<file path="src/logic/rwc_pkg.sv">
`default_nettype none
package rwc_pkg;
  // Clock and timing
  localparam int unsigned CLK_PERIOD_NS = 25;
  localparam int unsigned PIN_MIN_PULSE_NS = 400;
  localparam int unsigned PIN_MIN_CYCLES = (PIN_MIN_PULSE_NS + CLK_PERIOD_NS - 1) / CLK_PERIOD_NS;
  localparam int unsigned DROP_MIN_NS = 2000;
  localparam int unsigned DROP_MIN_CYCLES = (DROP_MIN_NS + CLK_PERIOD_NS - 1) / CLK_PERIOD_NS;
  localparam int unsigned UNLOCK_CYCLES = 4;
  // Watchdog period: 2048 oscillator cycles at code zero, doubling per step
  localparam int unsigned DOG_BASE_LOG2 = 11;
  localparam logic [3:0] DOG_PSEL_MAX = 4'h9;
  localparam int unsigned DOG_CNT_W = 20;
  localparam int unsigned DELAY_W = 16;
  // Supply-drop level code that switches the detector off
  localparam logic [2:0] DROP_LEVEL_OFF = 3'h7;
  // Register map, byte addresses
  localparam logic [3:0] ADDR_STATUS = 4'h0;
  localparam logic [3:0] ADDR_CONTROL = 4'h4;
  localparam logic [7:0] STATUS_RESET = 8'h01;
  localparam logic [7:0] CONTROL_RESET = 8'h00;

  typedef enum logic [1:0] {
    RWC_DOG_STOPPED = 2'b00,
    RWC_DOG_IRQ = 2'b01,
    RWC_DOG_RESET = 2'b10,
    RWC_DOG_BOTH = 2'b11
  } rwc_dog_mode_e;

  typedef struct packed {
    logic [3:0] zero;
    logic dog_reset_seen_flag;
    logic supply_drop_reset_flag;
    logic pin_reset_flag;
    logic power_up_reset_flag;
  } rwc_cause_s;

  typedef struct packed {
    logic watchdog_irq_flag;
    logic watchdog_irq_enable;
    logic psel_hi;
    logic watchdog_change_unlock;
    logic watchdog_reset_enable;
    logic [2:0] psel_lo;
  } rwc_wdctl_s;

  typedef struct packed {
    logic run;
    logic [3:0] psel;
  } rwc_dog_cfg_s;
endpackage
`default_nettype wire

</file>
<file path="src/logic/rwc_dog_counter.sv">
`timescale 1ns/10ps
`default_nettype none
module rwc_dog_counter #(
  parameter int unsigned CNT_W = rwc_pkg::DOG_CNT_W
) (
  // Clock and reset
  input wire logic ref_clk,
  input wire logic rstn,
  // Control
  input wire rwc_pkg::rwc_dog_cfg_s cfg,
  input wire logic restart,
  input wire logic osc_tick,
  // Expiry event
  output logic timeout_r
);
  import rwc_pkg::*;

  logic [CNT_W-1:0] cnt_r;
  logic [CNT_W-1:0] cnt_nxt;
  logic timeout_nxt;

  // Last count of a period; reserved codes run at the longest period
  function automatic logic [CNT_W-1:0] last_count(input logic [3:0] psel);
    logic [3:0] code;
    code = (psel > DOG_PSEL_MAX) ? DOG_PSEL_MAX : psel;
    last_count = CNT_W'((32'h1 << (DOG_BASE_LOG2 + 32'(code))) - 32'h1);
  endfunction

  // Counts oscillator ticks; >= keeps a shortened period from wrapping
  always_comb begin
    cnt_nxt = cnt_r;
    timeout_nxt = 1'b0;
    if (!cfg.run || restart) begin
      cnt_nxt = '0;
    end else if (osc_tick) begin
      if (cnt_r >= last_count(cfg.psel)) begin
        cnt_nxt = '0;
        timeout_nxt = 1'b1;
      end else begin
        cnt_nxt = cnt_r + CNT_W'(1);
      end
    end
  end

  // Registers
  always_ff @(posedge ref_clk or negedge rstn) begin
    if (!rstn) begin
      cnt_r <= '0;
      timeout_r <= 1'b0;
    end else begin
      cnt_r <= cnt_nxt;
      timeout_r <= timeout_nxt;
    end
  end
endmodule // rwc_dog_counter
`default_nettype wire

</file>
<file path="src/logic/rwc_startup_delay.sv">
`timescale 1ns/10ps
`default_nettype none
module rwc_startup_delay #(
  parameter int unsigned DW = rwc_pkg::DELAY_W
) (
  // Clock and reset
  input wire logic ref_clk,
  input wire logic rstn,
  // Reset request and delay length
  input wire logic hold,
  input wire logic [DW-1:0] delay_cycles,
  // Stretched reset
  output logic in_reset_r
);
  import rwc_pkg::*;

  logic [DW-1:0] cnt_r;
  logic [DW-1:0] cnt_nxt;
  logic in_reset_nxt;

  // Count starts only once every source has let go
  always_comb begin
    cnt_nxt = cnt_r;
    in_reset_nxt = in_reset_r;
    if (hold) begin
      cnt_nxt = '0;
      in_reset_nxt = 1'b1;
    end else if (in_reset_r) begin
      if (cnt_r >= delay_cycles) begin
        in_reset_nxt = 1'b0;
      end else begin
        cnt_nxt = cnt_r + DW'(1);
      end
    end
  end

  // Power-up also runs one full delay
  always_ff @(posedge ref_clk or negedge rstn) begin
    if (!rstn) begin
      cnt_r <= '0;
      in_reset_r <= 1'b1;
    end else begin
      cnt_r <= cnt_nxt;
      in_reset_r <= in_reset_nxt;
    end
  end
endmodule // rwc_startup_delay
`default_nettype wire

</file>
<file path="src/logic/rwc_reset_watchdog.sv">
// Behaviour
// Pin held low past the minimum pulse width resets; shorter pulses may not.
// After the pin rises, reset holds until the start-up delay expires.
// Three-bit level code 111 disables the supply-drop detector; others enable it.
// Enabled detector asserts supply-drop reset at once when supply falls low.
// Supply drops shorter than about 2 us are ignored.
// After supply recovers, reset releases only after the start-up delay.
// Watchdog reset pulse lasts exactly one clock cycle.
// Start-up delay starts when the watchdog pulse falls.
// Status bit 3 set by watchdog reset; cleared by power-up or writing zero.
// Status bit 2 set by supply-drop reset; cleared by power-up or zero write.
// Status bit 1 set by pin reset; cleared by power-up or zero write.
// Status bit 0 set by power-up; cleared only by software writing zero.
// Watchdog counts oscillator ticks; at timeout raises interrupt or reset.
// Restart instruction before timeout clears the watchdog count to zero.
// Modes: interrupt, reset, or interrupt first then reset.
// Watchdog keeps counting while the core sleeps, so it can wake it.
// Timeout selectable from about 16 ms to about 8 s.
// Always-on fuse forces reset enable one and interrupt enable zero.
// Unlock by writing change-enable and reset-enable both one together.
// Within four cycles, one write with change-enable zero sets enable and prescaler.
// Change-enable clears itself four cycles after being set.
// Watchdog reset flag forces reset enable on; it cannot be cleared meanwhile.
// Prescaler 0000 gives 2048 cycles, doubling up to 1001; higher reserved.
// Interrupt flag set on timeout; cleared by vector or writing one.
// System reset holds from first source until the configured delay ends.
// Status bits read as one byte; bits seven to four read zero.
`timescale 1ns/10ps
`default_nettype none
module rwc_reset_watchdog #(
  parameter int unsigned DELAY_W = rwc_pkg::DELAY_W
) (
  // Clock and power-up reset
  input wire logic ref_clk,
  input wire logic rstn,
  // Avalon-MM slave
  input wire logic [3:0] avs_address,
  input wire logic avs_read,
  input wire logic avs_write,
  input wire logic [31:0] avs_writedata,
  input wire logic [3:0] avs_byteenable,
  output logic [31:0] avs_readdata,
  output logic avs_waitrequest,
  // Reset sources and configuration
  input wire logic reset_pin_n,
  input wire logic supply_low,
  input wire logic [2:0] supply_drop_level_select,
  input wire logic [DELAY_W-1:0] startup_delay_period,
  // Watchdog side inputs
  input wire logic dog_osc_tick,
  input wire logic dog_restart,
  input wire logic dog_irq_ack,
  input wire logic watchdog_always_on_fuse,
  // Results
  output logic sys_reset,
  output logic dog_irq
);
  import rwc_pkg::*;

  localparam int unsigned PIN_W = $clog2(PIN_MIN_CYCLES + 1);
  localparam int unsigned DROP_W = $clog2(DROP_MIN_CYCLES + 1);
  localparam int unsigned UNL_W = $clog2(UNLOCK_CYCLES);

  // Mode from the effective enables
  function automatic rwc_dog_mode_e dog_mode(input logic irq_on, input logic rst_on);
    dog_mode = rwc_dog_mode_e'({rst_on, irq_on});
  endfunction

  logic [PIN_W-1:0] pin_cnt_r, pin_cnt_nxt;
  logic [DROP_W-1:0] drop_cnt_r, drop_cnt_nxt;
  logic pin_hold, drop_en, drop_hold, hold;
  logic dog_pulse_r, dog_pulse_nxt;
  rwc_cause_s cause_r, cause_nxt;
  logic irq_flag_r, irq_flag_nxt, irq_en_r, irq_en_nxt, rst_en_r, rst_en_nxt;
  logic [3:0] psel_r, psel_nxt;
  logic unlock_r, unlock_nxt;
  logic [UNL_W-1:0] ucnt_r, ucnt_nxt;
  logic dog_irq_nxt;
  logic eff_irq, eff_rst, fire_irq, fire_rst, timeout;
  rwc_dog_mode_e mode;
  rwc_wdctl_s wd, ctl_rd;
  rwc_dog_cfg_s dog_cfg;
  logic wait_nxt, req, acc_wr, wr_status, wr_ctl;
  logic [31:0] rdata_nxt;

  // Reset source qualification: pin and supply comparator filtered by counters
  assign drop_en = (supply_drop_level_select != DROP_LEVEL_OFF);
  assign pin_hold = !reset_pin_n && (pin_cnt_r == PIN_W'(PIN_MIN_CYCLES));
  assign drop_hold = drop_en && supply_low && (drop_cnt_r == DROP_W'(DROP_MIN_CYCLES));
  assign hold = pin_hold || drop_hold || dog_pulse_r;

  always_comb begin
    pin_cnt_nxt = '0;
    drop_cnt_nxt = '0;
    if (!reset_pin_n) begin
      pin_cnt_nxt = (pin_cnt_r == PIN_W'(PIN_MIN_CYCLES)) ? pin_cnt_r : pin_cnt_r + PIN_W'(1);
    end
    if (drop_en && supply_low) begin
      drop_cnt_nxt = (drop_cnt_r == DROP_W'(DROP_MIN_CYCLES)) ? drop_cnt_r : drop_cnt_r + DROP_W'(1);
    end
  end

  // Stretched system reset; release of the last held source starts the delay
  rwc_startup_delay #(
    .DW(DELAY_W)
  ) u_delay (
    .ref_clk(ref_clk),
    .rstn(rstn),
    .hold(hold),
    .delay_cycles(startup_delay_period),
    .in_reset_r(sys_reset)
  );

  // Watchdog counter; not gated by any sleep state so it can wake the core
  assign dog_cfg.run = eff_irq || eff_rst;
  assign dog_cfg.psel = psel_r;

  rwc_dog_counter #(
    .CNT_W(DOG_CNT_W)
  ) u_dog (
    .ref_clk(ref_clk),
    .rstn(rstn),
    .cfg(dog_cfg),
    .restart(dog_restart || sys_reset),
    .osc_tick(dog_osc_tick),
    .timeout_r(timeout)
  );

  // Effective enables; the fuse and the watchdog reset flag override software
  assign eff_rst = rst_en_r || cause_r.dog_reset_seen_flag || watchdog_always_on_fuse;
  assign eff_irq = irq_en_r && !watchdog_always_on_fuse;
  assign mode = dog_mode(eff_irq, eff_rst);

  // Timeout action by mode; combined mode resets on a second expiry
  always_comb begin
    fire_irq = 1'b0;
    fire_rst = 1'b0;
    case (mode)
      RWC_DOG_STOPPED: begin
        fire_irq = 1'b0;
      end
      RWC_DOG_IRQ: begin
        fire_irq = timeout;
      end
      RWC_DOG_RESET: begin
        fire_rst = timeout;
      end
      RWC_DOG_BOTH: begin
        fire_irq = timeout && !irq_flag_r;
        fire_rst = timeout && irq_flag_r;
      end
      default: begin
        fire_irq = 1'b0;
      end
    endcase
  end

  // Bus decode; a write lands at the edge that sees waitrequest low
  assign req = avs_read || avs_write;
  assign acc_wr = avs_write && !avs_waitrequest && avs_byteenable[0];
  assign wr_status = acc_wr && (avs_address == ADDR_STATUS);
  assign wr_ctl = acc_wr && (avs_address == ADDR_CONTROL);
  assign wd = rwc_wdctl_s'(avs_writedata[7:0]);
  assign ctl_rd = '{watchdog_irq_flag: irq_flag_r, watchdog_irq_enable: eff_irq, psel_hi: psel_r[3],
                    watchdog_change_unlock: unlock_r, watchdog_reset_enable: eff_rst, psel_lo: psel_r[2:0]};

  // Cause status: hardware set wins over a software clear in the same cycle
  always_comb begin
    cause_nxt = cause_r;
    cause_nxt.zero = 4'h0;
    if (wr_status) begin
      cause_nxt.dog_reset_seen_flag = cause_r.dog_reset_seen_flag && avs_writedata[3];
      cause_nxt.supply_drop_reset_flag = cause_r.supply_drop_reset_flag && avs_writedata[2];
      cause_nxt.pin_reset_flag = cause_r.pin_reset_flag && avs_writedata[1];
      cause_nxt.power_up_reset_flag = cause_r.power_up_reset_flag && avs_writedata[0];
    end
    if (dog_pulse_r) begin
      cause_nxt.dog_reset_seen_flag = 1'b1;
    end
    if (drop_hold) begin
      cause_nxt.supply_drop_reset_flag = 1'b1;
    end
    if (pin_hold) begin
      cause_nxt.pin_reset_flag = 1'b1;
    end
  end

  // Watchdog control with timed unlock window
  always_comb begin
    irq_en_nxt = irq_en_r;
    rst_en_nxt = rst_en_r;
    psel_nxt = psel_r;
    unlock_nxt = unlock_r;
    ucnt_nxt = ucnt_r;
    if (unlock_r) begin
      ucnt_nxt = ucnt_r + UNL_W'(1);
      if (ucnt_r == UNL_W'(UNLOCK_CYCLES - 1)) begin
        unlock_nxt = 1'b0;
      end
    end
    if (wr_ctl) begin
      irq_en_nxt = wd.watchdog_irq_enable;
      if (wd.watchdog_change_unlock && wd.watchdog_reset_enable) begin
        unlock_nxt = 1'b1;
        ucnt_nxt = '0;
        rst_en_nxt = 1'b1;
      end else if (unlock_r && !wd.watchdog_change_unlock) begin
        rst_en_nxt = wd.watchdog_reset_enable || cause_r.dog_reset_seen_flag;
        psel_nxt = {wd.psel_hi, wd.psel_lo};
        unlock_nxt = 1'b0;
      end else if (wd.watchdog_reset_enable) begin
        rst_en_nxt = 1'b1; // Setting needs no unlock
      end
    end
    if (dog_irq_ack && eff_rst) begin
      irq_en_nxt = 1'b0; // Vector drops combined mode to reset mode
    end
    if (sys_reset) begin
      unlock_nxt = 1'b0;
    end
  end

  // Interrupt flag and outputs
  assign irq_flag_nxt = (irq_flag_r && !(wr_ctl && wd.watchdog_irq_flag) && !dog_irq_ack) || fire_irq;
  assign dog_irq_nxt = irq_flag_nxt && irq_en_nxt && !watchdog_always_on_fuse;
  assign dog_pulse_nxt = fire_rst && !dog_pulse_r;

  // Read data is captured while waitrequest is still high
  always_comb begin
    wait_nxt = !(req && avs_waitrequest);
    rdata_nxt = avs_readdata;
    if (avs_read && avs_waitrequest) begin
      case (avs_address)
        ADDR_STATUS: rdata_nxt = {24'h000000, cause_r};
        ADDR_CONTROL: rdata_nxt = {24'h000000, ctl_rd};
        default: rdata_nxt = 32'h00000000;
      endcase
    end
  end

  // Registers
  always_ff @(posedge ref_clk or negedge rstn) begin
    if (!rstn) begin
      pin_cnt_r <= '0;
      drop_cnt_r <= '0;
      dog_pulse_r <= 1'b0;
      cause_r <= rwc_cause_s'(STATUS_RESET);
      {irq_flag_r, irq_en_r, psel_r[3], unlock_r, rst_en_r, psel_r[2:0]} <= CONTROL_RESET;
      ucnt_r <= '0;
      dog_irq <= 1'b0;
      avs_waitrequest <= 1'b1;
      avs_readdata <= 32'h00000000;
    end else begin
      pin_cnt_r <= pin_cnt_nxt;
      drop_cnt_r <= drop_cnt_nxt;
      dog_pulse_r <= dog_pulse_nxt;
      cause_r <= cause_nxt;
      irq_flag_r <= irq_flag_nxt;
      irq_en_r <= irq_en_nxt;
      psel_r <= psel_nxt;
      unlock_r <= unlock_nxt;
      rst_en_r <= rst_en_nxt;
      ucnt_r <= ucnt_nxt;
      dog_irq <= dog_irq_nxt;
      avs_waitrequest <= wait_nxt;
      avs_readdata <= rdata_nxt;
    end
  end
endmodule // rwc_reset_watchdog
`default_nettype wire

</file>
<file path="config.mk">
export PLATFORM = sky130hd
export DESIGN_NAME = rwc_reset_watchdog
export DESIGN_NICKNAME = d
export VERILOG_FILES = /design/src/logic/rwc_pkg.sv /design/src/logic/rwc_dog_counter.sv /design/src/logic/rwc_startup_delay.sv /design/src/logic/rwc_reset_watchdog.sv
export SDC_FILE = /design/constraint.sdc
export NUM_CORES = 1
export LEC_CHECK = 0
export BUFFER_PORTS_ARGS = -buffer_cell sky130_fd_sc_hd__buf_2
export CORE_MARGIN = 5
export CORE_UTILIZATION = 45
export CTS_BUF_LIST = sky130_fd_sc_hd__clkbuf_8
export CTS_CLUSTER_SIZE = 30
export DETAILED_ROUTE_END_ITERATION = 16
export PLACE_DENSITY = 0.7
export SETUP_SLACK_MARGIN = 0.02
export SLEW_MARGIN = 20
export SYNTH_ARGS = -nofsm -noshare
export SYNTH_HDL_FRONTEND = slang
export SYNTH_HIERARCHICAL = 1
export SYNTH_SLANG_ARGS = --single-unit
export TNS_END_PERCENT = 1
</file>
<file path="constraint.sdc">
create_clock -name ref_clk -period 2.44 [get_ports ref_clk]
set_clock_uncertainty 0.1 [all_clocks]
set_input_delay 0.488 -clock ref_clk [delete_from_list [all_inputs] [get_ports ref_clk]]
set_output_delay 0.488 -clock ref_clk [all_outputs]
set_load 0.1 [all_outputs]
</file>
# == Yosys cells after proc, flatten, opt, wreduce, memory -nomap -nowiden ==
# Index checks and enable logic that the tools add are counted.
# totals
ff_bits,99
elab_cells,136
out_inout_bits,35
inputBits,69
# classes
shift,1
mux,38
n_eq_ne,11
n_lt_le_gt_ge,3
addsub,7
bitwise,1
reduce_logical,55
# op_table
op,count
$mux 20,3
$mux 16,3
$shl 1x32->20 const A,1
$logic_and 1x1->1,25
$add 20x1->20 const B,1
$ge 20x20->1,1
$mux 1,20
$sub 20x1->20 const B,1
$add 16x1->16 const B,1
$ge 16x16->1,1
$pmux 8 s2,1
$mux 7,2
$logic_not 1->1,10
$logic_or 1x1->1,10
$mux 5,2
$reduce_bool 2->1,5
$mux 4,2
$add 7x1->7 const B,1
$eq 7x7->1 const B,1
$eq 2x2->1 const B,3
$mux 2,3
$ne 2x2->1 const B,3
$add 4x4->5 const A,1
$add 5x1->5 const B,1
12 further kinds,14

# == Longest topological paths before layout ==
# Gate-level depths: netlist (run 1).
# logic_depth
depth_word,11
mapped_depth,13
ltp_nobuf,11

# == Modules after synthesis ==
# The synthesis (run 1) kept the hierarchy.
# by_module_without_submodules
mod,seq_area_each_um2,area_per_inst_um2,cells_per_inst,n_inst
rwc_reset_watchdog,928.4,1901.8,182,1
rwc_dog_counter,525.5,1762.9,204,1
rwc_startup_delay,426.7,1303.8,146,1

# == Least setup slack after synthesis (run 1) ==
# No wires, ideal clock.
# synth_path
path_type,register to register
startpoint,register psel_r[3]
endpoint,register u_dog.cnt_r[10]
path_stages_with_launch,12
path_buffers,1
setup_slack_ns,-0.172
arrival_ns,2.386
required_time_ns,2.214
setup_ns,0.126
period_less_slack_ns,2.612
cell_sequence,dfrtp_1 > or2_2 > nor2_1 > mux2i_1 > ha_1 > nand4_1 > nor2_1 > nand4_1 > o2111ai_4 > buf_6 > nor3_1 > a221o_1
# synth_via
elab_chain_len,9
# synth_lines
item,line_no,text
from (decl),rwc_reset_watchdog.sv:75,"logic [3:0] psel_r, psel_nxt;"
from (signal assigned),rwc_reset_watchdog.sv:260,psel_r <= psel_nxt;
$gt 4x4->1,rwc_dog_counter.sv:25,code = (psel > DOG_PSEL_MAX) ? DOG_PSEL_MAX : psel;
$mux 4 *,rwc_dog_counter.sv:25,
$add 4x4->5 *,rwc_dog_counter.sv:26,last_count = CNT_W'((32'h1 << (DOG_BASE_LOG2 + 32'(code))) - 32'h1);
$shl 1x32->20 *,rwc_dog_counter.sv:26,
$sub 20x1->20 *,rwc_dog_counter.sv:26,
$ge 20x20->1 *,rwc_dog_counter.sv:36,if (cnt_r >= last_count(cfg.psel)) begin
$mux 20 *,rwc_dog_counter.sv:36,
$mux 20 *,rwc_dog_counter.sv:35,end else if (osc_tick) begin
$mux 20 *,rwc_dog_counter.sv:33,if (!cfg.run || restart) begin
to (signal assigned),rwc_dog_counter.sv:51,cnt_r <= cnt_nxt;
to (decl),rwc_dog_counter.sv:18,logic [CNT_W-1:0] cnt_r;
# Mark *: on every way between the ends. The rest lies on a longest branch, timed or not. The select of a mux whose other input is x is not followed.
# A chain may end at the register's enable or synchronous reset.

# == Worst setup path in the final report (run 1) ==
# layout_path
startpoint,register psel_r[3]
endpoint,register u_dog.cnt_r[3]
# Same word-level chain as after synthesis.

==> results.cfg, run 1 <==
[critical_path]
rr_worst_depth = 11
cp_max_fo = 7
worstSetupPathType = flip-flop to flip-flop
cp_slowest_cell = dfrtp_1
worstPathRequired_ns = 2.58
r2r_slack_ns = -0.16
max_stage_delay_ns = 0.38
timing.rr.end = u_dog/cnt_r[3]
arrival_ns = 2.74
reg2reg_from = psel_r[3]
critPathLaunch = psel_r[3]
path_cells = or2_4, nor2_4, mux2i_1, ha_1, nand4_1, nor2_2, nand4_1, o2111ai_4, buf_6, nor4_1, a211o_1
cp-start-kind = flip-flop
end_kind = flip-flop
worst_path_most_repeated_cell = nand4_1

[clocking]
tritoncts = done
worst_skew_pair.late_latency_ns = 0.36
clkTransAtPathRegs_ns = 0.09
cts_htree_levels = 3
cts_root_buf = clkbuf_8
cts.sinks = 75
ctsHoldBuffers = 0
cts_buffers = 9
max-clock-path-buffers = 2

[final_layout]
design_area_um2 = 5970
register_area_um2 = 1880
drive_above_1_share = 0.253
final_net_count = 745
area_growth_pct = 20.1
diodes = 0
fillers = 982
multi_input_area_um2 = 2880
fin_cells = 777

[global_route]
antenna_found_initial = 0
grt_pass1_vias = 4261
grt_usage = 0.178
grt_max_degree = 40
grt_first_pass_wirelength_um = 19300
globalRoute.totalOverflow = 0

[sta]
relSlewSlack = 0.351
slew_viol_final = 0
rsz0062_at_grt = yes
hold_viol = 0
finalSetupViolCount = 26
fin_ws_ns = -0.156
max_freq_ghz = 0.385
tightest_slew_ns = 0.971
finalCritPeriodShare = 1.06
finalSetupTns_ns = -1.91
period_needed_ns = 2.60

[run_status]
violations = negative setup slack
status = finished, violations left

[floorplan]
die_h_um = 115
core_um2 = 10800
die_area_um2 = 13200
die_w_um = 115
initial_core_util = 0.458
num_io_pins = 104
core.rowCount = 38

[placement]
place_area_um2 = 5570
place_hpwl_um = 8650
place_inst = 755
port_buffers = 52
gp_congestion = 0.796

[power]
power_frac_comb = 0.252
pwr-share-seq = 0.415
cellInternalPower_mw = 2.25
switchingPower_mw = 1.10
p_leak_nw = 2.95
clockPowerShare = 0.333
max-vdd-ir-drop_mv = 0.330
sw_frac_of_total = 0.328
power.density_nw_per_um2 = 562

[logic_synthesis]
synth_area_um2 = 4970
ys_types = 61
yosys_most_used_dff = dfrtp_1
ys_seq_elements = 75
synth_edf_count = 0
synthCells = 532
syn_area_per_cell_um2 = 9.34
ys_seq_area_frac = 0.378
ys_warn_count = 6
async_flop_share = 1.00

[route]
drt-pass1-iter-count = 4
ant_nets = 0
routed_wl_um = 11600
dr.first_iter.drc_count = 135
vias = 4254
drc = 0
wl_per_cell_um = 15.0
via_per_inst = 5.47

[job]
cap_violations = 0

[hold_path]
hold_path_class = input pin to async pin
==> how the worst max path moves through the flow <==
| stage | end | depth (start not counted) |
|---|---|---|
| floorplan | u_dog/cnt_r[10] | 11 |
| global placement | u_delay/cnt_r[5] | 10 |
| detailed placement | u_delay/cnt_r[9] | 9 |
| CTS | u_dog/cnt_r[9] | 11 |
| global route | u_dog/cnt_r[3] | 11 |
| finish | u_dog/cnt_r[3] | 11 |
==> sequential cells by signal (all words and copies together), names as in the netlist <==
register            count
u_dog/cnt_r            20
u_delay/cnt_r          16
avs_readdata            8
drop_cnt_r              7
pin_cnt_r               5
cause_r                 4
psel_r                  4
ucnt_r                  2
avs_waitrequest         1
dog_irq                 1
dog_pulse_r             1
irq_en_r                1
irq_flag_r              1
rst_en_r                1
u_delay/in_reset_r      1
u_dog/timeout_r         1
unlock_r                1
==> power by group through the flow <==
stage,clock network [mW],logic (mW),registers [mW]
4_1_cts,1.15,0.841,1.39
5_1_grt,1.20,0.934,1.40
3_5_place_dp,0,0.822,1.41
2_1_floorplan,0,0.546,1.46
6_report,1.12,0.846,1.39
3_3_place_gp,0,0.791,1.41
==> layer usage <==
metal | wire length (µm) | global-route usage
met1 | 5360 | 0.234
met2 | 5680 | 0.297
met3 | 361 | 0.0337
met4 | 226 | 0.0548
met5 | 0 | 0
==> placed cells by master (no fill, tap or decap), types with 9 or more instances in the layout <==
master / Yosys / routed
clkbuf_8: 0 / 10
ha_1: 44 / 44
nor2b_1: 9 / 9
buf_2: 1 / 51
nor3_1: 18 / 16
nand3_1: 24 / 24
conb_1: 3 / 31
inv_1: 36 / 35
dfrtp_1: 72 / 71
nand4_1: 10 / 10
buf_4: 25 / 48
nand2_1: 45 / 45
o31ai_1: 17 / 15
a21oi_1: 26 / 22
o21ai_0: 26 / 25
nor2_1: 25 / 23
==> cell type report <==
class / instances / area share
Clock buffer: 10 / 0.0231
Clock inverter: 6 / 0.0159
Inverter: 36 / 0.0226
Multi-Input combinational cell: 407 / 0.482
Sequential cell: 75 / 0.315
Tap cell: 140 / 0.0293
Timing Repair Buffer: 103 / 0.112
==> worst max-delay path: cells and delay by family (launching register included) <==
family / cells / cell delay (ns)
simple gates: 6 / 0.85
mux: 1 / 0.19
compound gates: 2 / 0.62
buf+inv: 1 / 0.19
fa+ha+maj: 1 / 0.15
flops: 1 / 0.38
==> through the flow <==
stage	setup WS, ns	hold WS, ns	utilization	power, mW
floorplan	-0.0816	0.0924	-	2.01
detailed placement	-0.383	0.350	0.514	2.24
global route	-0.296	0.0422	0.551	3.53
finish	-0.156	0.00511	0.551	3.36
CTS	-0.112	0.0222	0.539	3.38
global placement	-0.309	0.344	0.514	2.20
==> cell families after synthesis <==
kind of cell	after synthesis	synth area share
AND/OR/NAND/NOR	185	0.202
XOR/XNOR	13	0.0229
flip-flops	75	0.378
buffers and inverters	78	0.0871
AO/OA/AOI/OAI	123	0.173
multiplexers	11	0.0234
adder cells (fa/ha/maj)	44	0.111
other	3	0.00227
==> what timing repair did <==
action / CTS / global route
setup buffers: 0 / 5
setup endpoints to repair: 35 / 36
pin swaps: 6 / 5
gates resized for setup: 11 / 19
gates cloned: 1 / 0
==> cell usage after synthesis (6+ instances only) <==
master | number | area, µm²
o31ai_1 | 17 | 128
nor2_1 | 25 | 93.8
a21o_1 | 9 | 67.6
buf_6 | 6 | 67.6
nor4_1 | 7 | 43.8
o21ai_0 | 26 | 130
nand3_1 | 24 | 120
nor3_1 | 18 | 90.1
buf_4 | 25 | 188
dfrtp_1 | 72 | 1800
nor2b_1 | 9 | 56.3
mux2i_1 | 6 | 60.1
and3_1 | 7 | 43.8
xor2_1 | 8 | 70.1
clkbuf_1 | 9 | 33.8
ha_1 | 44 | 551
or4_1 | 8 | 60.1
nand2_1 | 45 | 169
or3_1 | 7 | 43.8
nand4_1 | 10 | 62.6
a21oi_1 | 26 | 130
a221o_1 | 6 | 60.1
inv_1 | 36 | 135
a211oi_1 | 6 | 45.0
Note: power is estimated with default switching activity, not from simulation.
==> run 2: changes to the inputs <==
==> constraint.sdc (replaced) <==
create_clock -name ref_clk -period 2.44 [get_ports ref_clk]
set_clock_uncertainty 0.1 [all_clocks]
set_input_delay 0.122 -clock ref_clk [delete_from_list [all_inputs] [get_ports ref_clk]]
set_output_delay 0.122 -clock ref_clk [all_outputs]
set_load 0.1 [all_outputs]
==> results.cfg, run 2 (synthesized netlist as in run 1, its figures left out) <==
[sta]
hold_viol = 0
fin_ws_ns = -0.104
finalCritPeriodShare = 1.04
slew_viol_final = 0
relSlewSlack = 0.295
finalSetupViolCount = 18
period_needed_ns = 2.54
tightest_slew_ns = 1.05
rsz0062_at_grt = yes
max_freq_ghz = 0.393

[global_route]
grt_pass1_vias = 4148
grt_max_degree = 42
antenna_found_initial = 0
globalRoute.totalOverflow = 0
grt_usage = 0.174
grt_first_pass_wirelength_um = 18800

[route]
dr.first_iter.drc_count = 181
via_per_inst = 5.42
drc = 0
ant_nets = 0
vias = 4236
wl_per_cell_um = 14.6
drt-pass1-iter-count = 4
routed_wl_um = 11400

[critical_path]
cp-start-kind = flip-flop
r2r_slack_ns = -0.10
cp_max_fo = 11
end_kind = flip-flop
worstPathRequired_ns = 2.58
arrival_ns = 2.68
worstSetupPathType = flip-flop to flip-flop

[clocking]
worst_skew_pair.late_latency_ns = 0.36
clkTransAtPathRegs_ns = 0.09
cts_buffers = 9
tritoncts = done
cts_root_buf = clkbuf_8
max-clock-path-buffers = 2
cts.sinks = 75
cts_htree_levels = 3

[final_layout]
layout_commonest_cell = dfrtp_1
diodes = 0
final_util = 0.553
largest-register = u_dog/cnt_r
largest_register_ffs = 20
final_net_count = 750
largest_registers = u_dog/cnt_r x20, u_delay/cnt_r x16, avs_readdata x8
area_growth_pct = 20.8
drive_above_1_share = 0.231
fillers = 965
mostFrequentLayoutCells = 71 x dfrtp_1, 51 x buf_2, 45 x nand2_1, 43 x ha_1, 37 x buf_4

[run_status]
status = finished, violations left
violations = negative setup slack

[floorplan]
initial_core_util = 0.458
die_area_um2 = 13200
die_w_um = 115
core.rowCount = 38
die_h_um = 115
num_io_pins = 104
core_um2 = 10800

[placement]
place_ws_ns = -0.178
port_buffers = 52
gp_congestion = 0.813
place_hpwl_um = 8420

[power]
power.density_nw_per_um2 = 540
max-vdd-ir-drop_mv = 0.240
p_leak_nw = 2.94

[job]
cap_violations = 0

[hold_path]
hold_path_class = input pin to flip-flop
==> run 2: cell types whose count changed in the layout (fill, tap and decap cells not counted), moves of 3 or more <==
cell	before	now
a21oi_1	22	19
a21oi_2	5	8
buf_4	48	37
dlygate4sd3_1	0	15
nor4_1	3	7
nor4_2	4	0
==> run 2: final cells by class <==
cell class / count / area [µm²] / share of cell area
inverter: 36 / 135 / 0.0225
multi-input combinational: 407 / 2850 / 0.475
clock buffer: 9 / 124 / 0.0206
sequential: 75 / 1880 / 0.314
tap: 140 / 175 / 0.0292
clock inverter: 7 / 76.3 / 0.0127
timing repair buffer: 108 / 757 / 0.126
==> run 2: final timing paths <==
| kind | from | end | cells after the start |
|---|---|---|---|
| setup / recovery | psel_r[2] | u_dog/cnt_r[17] | 11 |
| hold / removal | avs_writedata[7] | irq_flag_r | 3 |
| setup reg to reg | psel_r[2] | u_dog/cnt_r[17] | 11 |
| hold reg to reg | dog_pulse_r | dog_pulse_r | 1 |
| max in group asynchronous | rstn | u_delay/in_reset_r | 3 |
| min in group asynchronous | rstn | u_dog/cnt_r[1] | 2 |
==> run 2: power by group <==
group	internal [mW]	leakage (nW)	switching [mW]	total, mW
registers	1.33	1.00	0.0690	1.39
clock network	0.479	0.0962	0.507	0.986
logic	0.323	1.84	0.536	0.859
total	2.13	2.94	1.11	3.24
==> run 2: routing by layer <==
| metal | vias up | wire length (µm) | GRT usage |
|---|---|---|---|
| met2 | 79 | 5640 | 0.292 |
| met4 | 0 | 123 | 0.0501 |
| met1 | 2051 | 5260 | 0.227 |
| met3 | 12 | 388 | 0.0358 |
| li1 | 2094 | - | - |
| met5 | - | 0 | 0 |
==> run 2: worst max-delay path: stages (launching register included) <==
cell       delay, ns
dfrtp_1         0.38
or2_4           0.28
nor2_4          0.08
mux2i_1         0.20
ha_1            0.14
nand4_1         0.09
nor2_2          0.18
nand4_1         0.17
o2111ai_4       0.28
buf_6           0.19
nor3_1          0.07
a221o_1         0.28
==> run 2: metrics by stage <==
step / TNS [ns] / instance area [µm²] / total power, mW / hold WS, ns / instances
after floorplan: -0.566 / 5080 / 2.01 / -0.274 / 560
after global placement: -1.25 / 5540 / 2.19 / 0.0505 / 750
after detailed placement: -2.83 / 5540 / 2.23 / 0.0647 / 750
after CTS: -0.825 / 5930 / 3.25 / 0.0564 / 782
after global routing: -3.77 / 6000 / 3.41 / 0.0708 / 782
final: -1.02 / 6000 / 3.24 / 0.0770 / 782
==> run 2: what timing repair did <==
action / in CTS / in global routing
endpoints found under the hold margin: 58 / 0
hold buffers: 15 / 0
pin swaps: 8 / 10
buffers inserted: 1 / 0
setup endpoints to repair: 33 / 33
resized for setup: 9 / 15
gates cloned: 0 / 0
==> run 3: changes to the inputs <==
--- a/config.mk
+++ b/config.mk
@@ -5,13 +5,14 @@
 export SDC_FILE = /design/constraint.sdc
 export NUM_CORES = 1
 export LEC_CHECK = 0
+export ABC_AREA = 1
 export BUFFER_PORTS_ARGS = -buffer_cell sky130_fd_sc_hd__buf_2
 export CORE_MARGIN = 5
 export CORE_UTILIZATION = 45
 export CTS_BUF_LIST = sky130_fd_sc_hd__clkbuf_8
 export CTS_CLUSTER_SIZE = 30
 export DETAILED_ROUTE_END_ITERATION = 16
-export PLACE_DENSITY = 0.7
+export PLACE_DENSITY = 0.69
 export SETUP_SLACK_MARGIN = 0.02
 export SLEW_MARGIN = 20
 export SYNTH_ARGS = -nofsm -noshare
==> results.cfg, run 3 <==
[logic_synthesis]
yosysMostFrequentCell = nand2_1
ys_types = 46
syn_area_per_cell_um2 = 7.29
yosys_most_used_dff = dfrtp_1
ys_seq_elements = 75
synth.area.top_cells = dfrtp_1 31%, nand2_1 14%, ha_1 9.5%
synth_edf_count = 0
ys_warn_count = 6
synth_top_area_cell = dfrtp_1
synth_top_cell_area_share = 0.311
ys_seq_area_frac = 0.325
async_flop_share = 1.00
synth_common_cells = 222 x nand2_1, 114 x inv_1, 72 x dfrtp_1
synth_area_um2 = 5790
synthCells = 794

[floorplan]
die_area_um2 = 15200
die_w_um = 123
initial_core_util = 0.459
core_um2 = 12600
core.rowCount = 41
die_h_um = 123
num_io_pins = 104

[critical_path]
rr_worst_depth = 16
worstPathRequired_ns = 2.57
timing.rr.end = u_dog/cnt_r[16]
max_stage_delay_ns = 0.43
worst_path_most_repeated_cell = nand2_1
cp-start-kind = flip-flop
end_kind = flip-flop
cp_max_fo = 7
arrival_ns = 2.52
critPathLaunch = psel_r[3]
path_cells = a211oi_2, o21ai_1, nand2_1, xor2_1, inv_1, ha_1, nand2_1, nor2_2, nand2_2, nor3_2, nand2_1, buf_4, nand2_2, inv_2, nand2_1, nand2_1
reg2reg_from = psel_r[3]
setup.worst_path.end = u_dog/cnt_r[16]
cp_slowest_cell = dfrtp_2
r2r_slack_ns = 0.06
worstSetupPathType = flip-flop to flip-flop

[job]
cap_violations = 0

[route]
vias = 4989
dr.first_iter.drc_count = 215
via_per_inst = 4.71
routed_wl_um = 12300
wl_per_cell_um = 11.6
drc = 0
ant_nets = 0
drt-pass1-iter-count = 5

[global_route]
antenna_found_initial = 0
grt_pass1_vias = 4715
grt_usage = 0.169
grt_max_degree = 76
grt_first_pass_wirelength_um = 21000
globalRoute.totalOverflow = 0

[hold_path]
hold_path_class = input pin to flip-flop

[sta]
finalSetupTns_ns = 0
period_needed_ns = 2.38
max_freq_ghz = 0.420
slew_viol_final = 0
finalSetupViolCount = 0
rsz0062_at_grt = yes
relSlewSlack = 0.373
finalCritPeriodShare = 0.977
hold_viol = 0
tightest_slew_ns = 0.940

[clocking]
cts_buffers = 9
clkTransAtPathRegs_ns = 0.08
worst_skew_pair.late_latency_ns = 0.34
cts_root_buf = clkbuf_8
cts_htree_levels = 3
max-clock-path-buffers = 2
tritoncts = done
cts.sinks = 75

[final_layout]
fin_cells = 1059
largest-register = u_dog/cnt_r
area_growth_pct = 15.1
largest_register_ffs = 20
drive_above_1_share = 0.178
diodes = 0
layout_commonest_cell = nand2_1
mostFrequentLayoutCells = 221 x nand2_1, 115 x inv_1, 70 x dfrtp_1, 67 x nor2_1, 52 x buf_2
final_net_count = 995
largest_registers = u_dog/cnt_r x20, u_delay/cnt_r x16, avs_readdata x8

[placement]
port_buffers = 52
place_hpwl_um = 9140
gp_congestion = 0.838
place_inst = 1022

[power]
p_leak_nw = 3.59
power.density_nw_per_um2 = 537
max-vdd-ir-drop_mv = 0.328
total_power_mw = 3.58

[run_status]
status = finished clean
## run 3: worst min path at each step
stage / start / to / slack (ns) / cells after the start
floorplan: rstn / avs_readdata[0] / -0.27 / 0
global placement: avs_read / avs_waitrequest / 0.20 / 2
detailed placement: avs_write / avs_waitrequest / 0.22 / 2
CTS: avs_address[0] / avs_readdata[0] / 0.003 / 4
global route: avs_address[0] / avs_readdata[2] / 0.01 / 4
finish: avs_address[0] / avs_readdata[0] / 0.02 / 4
## run 3: through the flow
stage                     setup slack, ns  hold slack (ns)  utilization  area (µm²)
after floorplan                     0.225           -0.274            -        5890
after global placement             0.0815            0.199        0.491        6190
after detailed placement           0.0366            0.215        0.491        6190
after CTS                          0.0164          0.00277        0.524        6610
after global routing               -0.142           0.0112        0.528        6660
final                              0.0562           0.0161        0.528        6660
## run 3: cell families after synthesis
family	Yosys count	synth area share
AO/OA/AOI/OAI	48	0.0510
XOR/XNOR	23	0.0348
adder cells (fa/ha/maj)	44	0.0951
buffers and inverters	160	0.129
flip-flops	75	0.325
multiplexers	1	0.00173
other	3	0.00194
AND/OR/NAND/NOR	440	0.361
## run 3: metal layers
layer,track usage,share of wire
met5,0,0
met4,0.0478,0.017
met3,0.0288,0.029
met2,0.281,0.48
met1,0.226,0.48
## run 3: repair_timing
action	in CTS	in global routing
pin swaps	0	5
setup buffers	1	3
hold buffers	16	0
resized for setup	2	12
endpoints found under the hold margin	90	0
setup endpoints to repair	2	21
cloned	1	0
## run 3: layout make-up
class                           instances  area (µm²)
Sequential cell                        75        1880
Multi-Input combinational cell        587        3290
Clock buffer                           10         138
Inverter                              121         454
Fill cell                            1271        5960
Tap cell                              172         215
Clock inverter                          6         105
Timing Repair Buffer                   88         578
## run 3: critical path, delay by kind of cell, from the launching register on
kind	cells	cell delay, ns
simple gates	9	0.73
flops	1	0.43
compound gates	2	0.34
buf+inv	3	0.26
fa+ha+maj	1	0.26
xor+xnor	1	0.13
## run 3: power breakdown
| part | switching, mW | leakage [nW] | internal, mW |
|---|---|---|---|
| sequential | 0.124 | 0.991 | 1.34 |
| combinational | 0.655 | 2.47 | 0.296 |
| clock | 0.460 | 0.125 | 0.701 |
